===== config.mk =====
export PLATFORM = sky130hd
export DESIGN_NAME = ccr_ctrl
export DESIGN_NICKNAME = d
export VERILOG_FILES = /design/src/rtl/ccr_pkg.sv /design/src/rtl/ccr_ctrl.sv
export VERILOG_INCLUDE_DIRS = /design/src /design/src/rtl
export SDC_FILE = /design/constraint.sdc
export NUM_CORES = 1
export LEC_CHECK = 0
export ABC_AREA = 1
export BUFFER_PORTS_ARGS = -buffer_cell sky130_fd_sc_hd__clkbuf_2
export CAP_MARGIN = 10
export CORE_ASPECT_RATIO = 0.75
export CORE_MARGIN = 10
export CORE_UTILIZATION = 37
export DETAILED_ROUTE_END_ITERATION = 6
export PLACE_DENSITY = 0.81
export SKIP_LAST_GASP = 1
export SLEW_MARGIN = 30
export SYNTH_ARGS = -nofsm -noshare
export SYNTH_HDL_FRONTEND = slang
export SYNTH_SLANG_ARGS = --single-unit

===== constraint.sdc =====
create_clock -name clk -period 0.9 [get_ports clk]
set_input_delay 0.09 -clock clk [delete_from_list [all_inputs] [get_ports clk]]
set_output_delay 0.09 -clock clk [all_outputs]
set_load 0.1 [all_outputs]

===== src/rtl/ccr_map.svh =====
`ifndef CCR_MAP_SVH
`define CCR_MAP_SVH
// ****************************************************************
// register index and reset value
// ****************************************************************
`define CCR_REG_INDEX 8'hC3
`define CCR_RESET_VAL 8'h00
// ****************************************************************
// field positions
// ****************************************************************
`define CCR_SMM_LOCK_BIT 0
`define CCR_NMI_EN_BIT 1
`define CCR_RSVD_BIT 2
`define CCR_SUSPEND_REQUEST_N_SMM_BIT 3
`define CCR_MAP_EN_BIT 4
`define CCR_SER_1G2G_BIT 5
`define CCR_SER_2G3G_BIT 6
// ****************************************************************
// address ranges and ports
// ****************************************************************
`define CCR_SER_1G2G_LO 32'h40000000
`define CCR_SER_1G2G_HI 32'h7FFFFFFF
`define CCR_SER_2G3G_LO 32'h80000000
`define CCR_SER_2G3G_HI 32'hBFFFFFFF
`define CCR_TRAP_PORT 16'h0022
`define CCR_OPEN_A_LO 8'hC1
`define CCR_OPEN_A_HI 8'hC3
`define CCR_OPEN_B_LO 8'hCD
`define CCR_OPEN_B_HI 8'hCF
`define CCR_OPEN_C 8'hFE
`define CCR_OPEN_D 8'hFF
`endif


===== src/rtl/ccr_pkg.sv =====
package ccr_pkg;
	typedef logic [7:0] ccr_byte_t;
	typedef logic [31:0] ccr_addr_t;
	typedef logic [15:0] ccr_port_t;
	typedef struct packed {
		ccr_byte_t cfg;
		ccr_byte_t rdData;
		logic accessOk;
		logic serialize;
		logic ioTrap;
		logic suspAccept;
		logic nmiAccept;
		logic verifyOk;
	} ccr_state_t;
endpackage : ccr_pkg


===== src/rtl/ccr_ctrl.sv =====
`timescale 1ns/100ps
`include "ccr_map.svh"
// Operation
// - with the 2-3 GB bit set, accesses 80000000h-BFFFFFFFh are serialized.
// - with the 1-2 GB bit set, accesses 40000000h-7FFFFFFFh are serialized.
// - with map enable 1, all indices are open and I/O port 22h is trapped.
// - with map enable 0, only C1h-C3h, CDh-CFh, FEh and FFh are open.
// - in SMM, suspend requests are honoured only if suspend-in-SMM is 1.
// - in SMM, NMI is recognized only if the SMM NMI enable is 1.
// - suspending-SMI verification is allowed if lock is 0 or in SMM.
module ccr_ctrl #(
	parameter ccr_pkg::ccr_byte_t REG_INDEX = `CCR_REG_INDEX,
	parameter ccr_pkg::ccr_byte_t RESET_VAL = `CCR_RESET_VAL
) (
	input wire logic clk,
	input wire logic arst_n,
	input wire logic ce,
	input wire logic cfgWrEn,
	input wire logic cfgRdEn,
	input wire ccr_pkg::ccr_byte_t cfgIndex,
	input wire ccr_pkg::ccr_byte_t cfgWrData,
	output logic [7:0] cfgRdData,
	output logic cfgAccessOk,
	input wire logic memValid,
	input wire ccr_pkg::ccr_addr_t memAddr,
	output logic serializeAccess,
	input wire logic ioValid,
	input wire ccr_pkg::ccr_port_t ioPort,
	output logic ioTrap,
	input wire logic smmActive,
	input wire logic suspendRequestN,
	output logic suspendAccept,
	input wire logic nmiReq,
	output logic nmiAccept,
	input wire logic smiVerifyReq,
	output logic smiVerifyOk,
	output logic [7:0] cfgValue
);
	import ccr_pkg::*;

	// ****************************************************************
	// helpers
	// ****************************************************************
	function automatic logic inRange(ccr_addr_t a, ccr_addr_t lo,
		ccr_addr_t hi);
		return (a >= lo) && (a <= hi);
	endfunction : inRange

	function automatic logic indexOpen(ccr_byte_t idx, logic cfg_map_enable);
		logic open;
		open = cfg_map_enable;
		if ((idx >= `CCR_OPEN_A_LO) && (idx <= `CCR_OPEN_A_HI)) begin
			open = 1'b1;
		end
		if ((idx >= `CCR_OPEN_B_LO) && (idx <= `CCR_OPEN_B_HI)) begin
			open = 1'b1;
		end
		if ((idx == `CCR_OPEN_C) || (idx == `CCR_OPEN_D)) begin
			open = 1'b1;
		end
		return open;
	endfunction : indexOpen

	// ****************************************************************
	// state
	// ****************************************************************
	ccr_state_t st_r;
	ccr_state_t st_nxt;
	logic cfg_map_enable;
	logic ser12En;
	logic ser23En;
	logic suspSmmEn;
	logic nmiSmmEn;
	logic smmLock;
	logic idxOk;
	logic hitReg;

	assign cfg_map_enable = st_r.cfg[`CCR_MAP_EN_BIT];
	assign ser12En = st_r.cfg[`CCR_SER_1G2G_BIT];
	assign ser23En = st_r.cfg[`CCR_SER_2G3G_BIT];
	assign suspSmmEn = st_r.cfg[`CCR_SUSPEND_REQUEST_N_SMM_BIT];
	assign nmiSmmEn = st_r.cfg[`CCR_NMI_EN_BIT];
	assign smmLock = st_r.cfg[`CCR_SMM_LOCK_BIT];

	always_comb begin
		st_nxt = st_r;
		idxOk = indexOpen(cfgIndex, cfg_map_enable);
		hitReg = idxOk && (cfgIndex == REG_INDEX);
		st_nxt.accessOk = (cfgWrEn || cfgRdEn) && idxOk;
		if (cfgWrEn && hitReg) begin
			st_nxt.cfg = cfgWrData;
			// reserved bit kept at zero
			st_nxt.cfg[`CCR_RSVD_BIT] = 1'b0;
		end
		st_nxt.rdData = 8'h00;
		if (cfgRdEn && hitReg) begin
			st_nxt.rdData = st_r.cfg;
		end
		st_nxt.serialize = memValid && (
			(ser12En && inRange(memAddr, `CCR_SER_1G2G_LO,
				`CCR_SER_1G2G_HI)) ||
			(ser23En && inRange(memAddr, `CCR_SER_2G3G_LO,
				`CCR_SER_2G3G_HI)));
		st_nxt.ioTrap = ioValid && cfg_map_enable &&
			(ioPort == `CCR_TRAP_PORT);
		st_nxt.suspAccept = !suspendRequestN &&
			(!smmActive || suspSmmEn);
		st_nxt.nmiAccept = nmiReq && (!smmActive || nmiSmmEn);
		st_nxt.verifyOk = smiVerifyReq &&
			(!smmLock || smmActive);
	end

	always_ff @(posedge clk or negedge arst_n) begin
		if (!arst_n) begin
			st_r <= '0;
			st_r.cfg <= RESET_VAL;
		end else if (ce) begin
			st_r <= st_nxt;
		end
	end

	assign cfgRdData = st_r.rdData;
	assign cfgAccessOk = st_r.accessOk;
	assign serializeAccess = st_r.serialize;
	assign ioTrap = st_r.ioTrap;
	assign suspendAccept = st_r.suspAccept;
	assign nmiAccept = st_r.nmiAccept;
	assign smiVerifyOk = st_r.verifyOk;
	assign cfgValue = st_r.cfg;

	// ****************************************************************
	// checks
	// ****************************************************************
	property p_ser23;
		@(posedge clk) disable iff (!arst_n)
		ce && memValid && ser23En && memAddr >= `CCR_SER_2G3G_LO &&
			memAddr <= `CCR_SER_2G3G_HI |=> serializeAccess;
	endproperty
	a_ser23: assert property (p_ser23)
		else $error("2-3 GB access not serialized");

	property p_ser12;
		@(posedge clk) disable iff (!arst_n)
		ce && memValid && !ser23En && memAddr >= `CCR_SER_1G2G_LO &&
			memAddr <= `CCR_SER_1G2G_HI |=>
			serializeAccess == $past(ser12En);
	endproperty
	a_ser12: assert property (p_ser12)
		else $error("1-2 GB serialization wrong");

	property p_ser_idle;
		@(posedge clk) disable iff (!arst_n)
		ce && !memValid |=> !serializeAccess;
	endproperty
	a_ser_idle: assert property (p_ser_idle)
		else $error("serialization without an access");

	property p_trap;
		@(posedge clk) disable iff (!arst_n)
		ce && ioValid && ioPort == `CCR_TRAP_PORT |=>
			ioTrap == $past(cfg_map_enable);
	endproperty
	a_trap: assert property (p_trap)
		else $error("port 22h trap wrong");

	property p_map_open;
		@(posedge clk) disable iff (!arst_n)
		ce && (cfgRdEn || cfgWrEn) && cfg_map_enable |=> cfgAccessOk;
	endproperty
	a_map_open: assert property (p_map_open)
		else $error("index refused with map enabled");

	property p_block;
		@(posedge clk) disable iff (!arst_n)
		ce && (cfgRdEn || cfgWrEn) && !cfg_map_enable &&
			cfgIndex < `CCR_OPEN_A_LO |=> !cfgAccessOk &&
			cfgRdData == 8'h00;
	endproperty
	a_block: assert property (p_block)
		else $error("closed index was reachable");

	property p_open;
		@(posedge clk) disable iff (!arst_n)
		ce && (cfgWrEn || cfgRdEn) && cfgIndex >= `CCR_OPEN_B_LO &&
			cfgIndex <= `CCR_OPEN_B_HI |=> cfgAccessOk;
	endproperty
	a_open: assert property (p_open)
		else $error("open index refused");

	property p_suspend_request_n;
		@(posedge clk) disable iff (!arst_n)
		ce && smmActive && !suspendRequestN |=>
			suspendAccept == $past(suspSmmEn);
	endproperty
	a_suspend_request_n: assert property (p_suspend_request_n)
		else $error("suspend in SMM wrong");

	property p_nmi;
		@(posedge clk) disable iff (!arst_n)
		ce && smmActive && nmiReq |=> nmiAccept == $past(nmiSmmEn);
	endproperty
	a_nmi: assert property (p_nmi)
		else $error("NMI in SMM wrong");

	property p_verify;
		@(posedge clk) disable iff (!arst_n)
		ce && smiVerifyReq && smmLock && !smmActive |=> !smiVerifyOk;
	endproperty
	a_verify: assert property (p_verify)
		else $error("verification allowed under lock");

	property p_unlock;
		@(posedge clk) disable iff (!arst_n)
		ce && smiVerifyReq && !smmLock |=> smiVerifyOk;
	endproperty
	a_unlock: assert property (p_unlock)
		else $error("verification refused while unlocked");

	property p_rsvd;
		@(posedge clk) disable iff (!arst_n)
		ce && cfgWrEn && cfgIndex == REG_INDEX |=>
			!cfgValue[`CCR_RSVD_BIT];
	endproperty
	a_rsvd: assert property (p_rsvd)
		else $error("reserved bit read as one");

	c_map: cover property (@(posedge clk) disable iff (!arst_n)
		cfg_map_enable && ioTrap);
	c_ser: cover property (@(posedge clk) disable iff (!arst_n)
		serializeAccess);
	c_nmi: cover property (@(posedge clk) disable iff (!arst_n)
		smmActive && nmiAccept);
	c_ver: cover property (@(posedge clk) disable iff (!arst_n)
		smmLock && smiVerifyOk);
endmodule : ccr_ctrl


==> impl_metrics.csv <==
group,metric,value,unit
power,power,2123,µW
sta,setup_violations,27,
sta,finalCritPeriodShare,114.8,%
worst_setup_path,critPathTopFamily,"flip-flops",
grt,track_usage,14.81,%
grt,first_global_vias,1280,
synth,synth-edff-count,0,
routing,wl_per_cell,15.70,µm
synth,syn_area,0.001062,mm²
worst_setup_path,startpoint_type,"register",
cells_and_area,fin_cells,251,
routing,drt-total-wl,3.941,mm
synth,async_flop_share,100.0,%
power,leakagePower,0.001011,µW
worst_setup_path,r2r_start,"cfgValue[4]",
floorplanning,die_h,66.41,µm
place,port_buffers,63,
floorplanning,rows,16,
clock_tree,htree_levels,1,
worst_setup_path,worstPathCellList,"buf_12",
clock_tree,cts_root_buf,"clkbuf_8",
cells_and_area,drive_above_1_share,61.40,%
sta,slew_viol_final,0,
synth,synth.area.top_cells,"dfrtp_1 47%, nand2_1 18%, o21ai_2 5.8%",
routing,drtIter0Drc,50,
cells_and_area,antennaDiodeCount,0,
clock_tree,cts_buffers,3,
clock_tree,clk_latency,0.26,ns
synth,synth_cell_types,24,
worst_setup_path,crit_type,"register to primary output",
worst_setup_path,crit_slowest_cell,"dfrtp_4",
status,violations,"setup timing",
synth,yosysMostFrequentCell,"nand2_1",
grt,grt_max_degree,21,
synth,synth_ff_type,"dfrtp_1",
clock_tree,clkSinkCount,20,
routing,drc_errors,0,
worst_setup_path,critPathArrivalTime,0.94,ns
place,dpl.hpwl,2.930,mm
worst_setup_path,cp_max_fo,3,
clock_tree,cts_buffer_depth,2,
min_path,min_path_type,"input port to register",
sta,fmax,0.9682,GHz
sta,grt_setup_unrepaired,"true",
synth,avgSynthCellArea,8.047,µm²
job,maxCapViolations,0,
worst_setup_path,cp-endpoint,"cfgValue[4]",
worst_setup_path,reg2reg_slack,-0.12,ns
sta,skew,0.004333,ns
grt,grt_first_pass_wirelength,6.272,mm
synth,synth.largest_area_cell,"dfrtp_1",
sta,worst_slack,-0.1329,ns
power,irDropWorstVdd,0.8297,mV
routing,ant_nets,0,
floorplanning,top_level_ports,97,
clock_tree,cts.reportedPaths.clkPinSlew,0.07,ns
place,dp_cells,233,
grt,antenna_found_initial,0,
floorplanning,die_area,0.005437,mm²
place,gp_congestion,0.7691,
place,place_ws,-0.1120,ns
synth,seq_area_frac_synth,47.11,%
floorplanning,coreArea,0.002683,mm²
worst_setup_path,worstSetupStartpoint,"cfgValue[4]",
worst_setup_path,endpoint_kind,"primary output",
cells_and_area,syn2layout_area_growth,91.87,%
routing,via_count,1200,
floorplanning,start_util,39.60,%
sta,timing.hold.ws,0.02790,ns
synth,synth_warnings,0,
sta,hold_viol,0,
worst_setup_path,r2r.worst_path.cells,5,
cells_and_area,nets,292,
worst_setup_path,reg2reg_to,"cfgAccessOk",
worst_setup_path,critPathRequiredTime,0.81,ns
power,p_per_area,1042,mW/mm²
synth,synthCells,132,
floorplanning,fp.dieW,81.87,µm
synth,synth_top_area_share,47.11,%
worst_setup_path,critical-path-max-stage-delay,0.51,ns
worst_setup_path,crit_cells,1,
grt,grt_overflow,0,
worst_setup_path,path_buf_inv,1,
synth,synthTopCellsByCount,"52 x nand2_1, 20 x dfrtp_1, 14 x nor2_1",
status,outcome,"complete, but fails checks",
clock_tree,cts_tree,"built",
synth,synth-seq-cells,20,
sta,period_minus_slack,1.033,ns
routing,viasPerCell,4.781,
routing,detail_route.first_pass.iterations,4,
-- flip-flops by register name, summed over array words and instances (netlist names) --
register	flops
smiVerifyOk	1
nmiAccept	1
cfgAccessOk	1
suspendAccept	1
ioTrap	1
cfgValue	7
serializeAccess	1
cfgRdData	7
-- final cells by class --
cell class                      count  area [µm²]
Tap cell                           36       45.04
Sequential cell                    20       558.0
Clock buffer                        3       41.29
Inverter                            6       22.52
Timing Repair Buffer               85       818.3
Multi-Input combinational cell    101       553.0
Fill cell                         189       644.4
-- where the power goes --
group	switching, µW	internal [µW]	leakage [µW]	total, µW
sequential	28.7	928	0.000239	957
clock	271	298	0.0000216	569
combinational	365	234	0.000751	598
-- layer usage --
layer	up-vias	GRT usage, %	wire length [µm]
met3	7	4.755	234
met5	-	0	0
met2	40	26.95	2169
li1	588	-	-
met1	565	15.46	1487
met4	0	5.508	50
-- metrics by stage --
step | util, % | setup TNS (ns) | instance area [µm²]
6_report | 75.98 | -2.364 | 2038
3_5_place_dp | 68.14 | -1.209 | 1828
4_1_cts | 72.85 | -2.275 | 1954
2_1_floorplan | - | -0.4559 | 1140
5_1_grt | 75.98 | -3.019 | 2038
3_3_place_gp | 68.14 | -0.6686 | 1828
-- cells by family after synthesis --
group	Yosys count	share of synthesized area, %
flops	20	47.11
compound gates	14	9.423
buf+inv	12	5.653
simple gates	85	37.46
other cells	1	0.3530
-- worst min path at each step --
stage,end,start,cells after the start
after detailed placement,cfgValue[4],arst_n,1
final,suspendAccept,suspendRequestN,2
after global placement,cfgValue[4],arst_n,1
after CTS,suspendAccept,suspendRequestN,2
after global routing,suspendAccept,suspendRequestN,2
after floorplan,cfgAccessOk,arst_n,0
-- placed cells by master, fill, tap and decap left out --
cell type	n
dlygate4sd3_1	1
nand2_2	5
buf_12	21
inv_1	5
nand2_4	3
nand3b_1	1
clkinv_1	1
o22ai_2	1
o21ai_2	9
nor2_8	1
nor2_2	2
conb_1	2
o21ai_1	1
nor3_1	1
dfrtp_4	13
a21oi_1	1
buf_4	14
nand3_4	1
nand3_2	2
clkbuf_8	3
nand3_1	1
dfrtp_2	7
a21oi_2	1
nand4_1	8
o31ai_1	1
nor2_1	14
clkbuf_2	43
nand2_1	46
buf_6	6
-- worst register-to-register path: stages, from the launching register on --
cell	delay, ns
dfrtp_4	0.51
buf_6	0.13
a21oi_2	0.09
nand2_1	0.07
nand2_1	0.06
nand2_1	0.05
-- repair_timing --
action                                  4_1_cts  5_1_grt
buffers inserted                             10        4
cloned                                        0        0
hold buffers                                  1        0
endpoints found under the setup margin       20       31
resized for setup                             0       14
pin swaps                                     0        5
endpoints found under the hold margin        20        0
(Power assumes the default switching activity.)
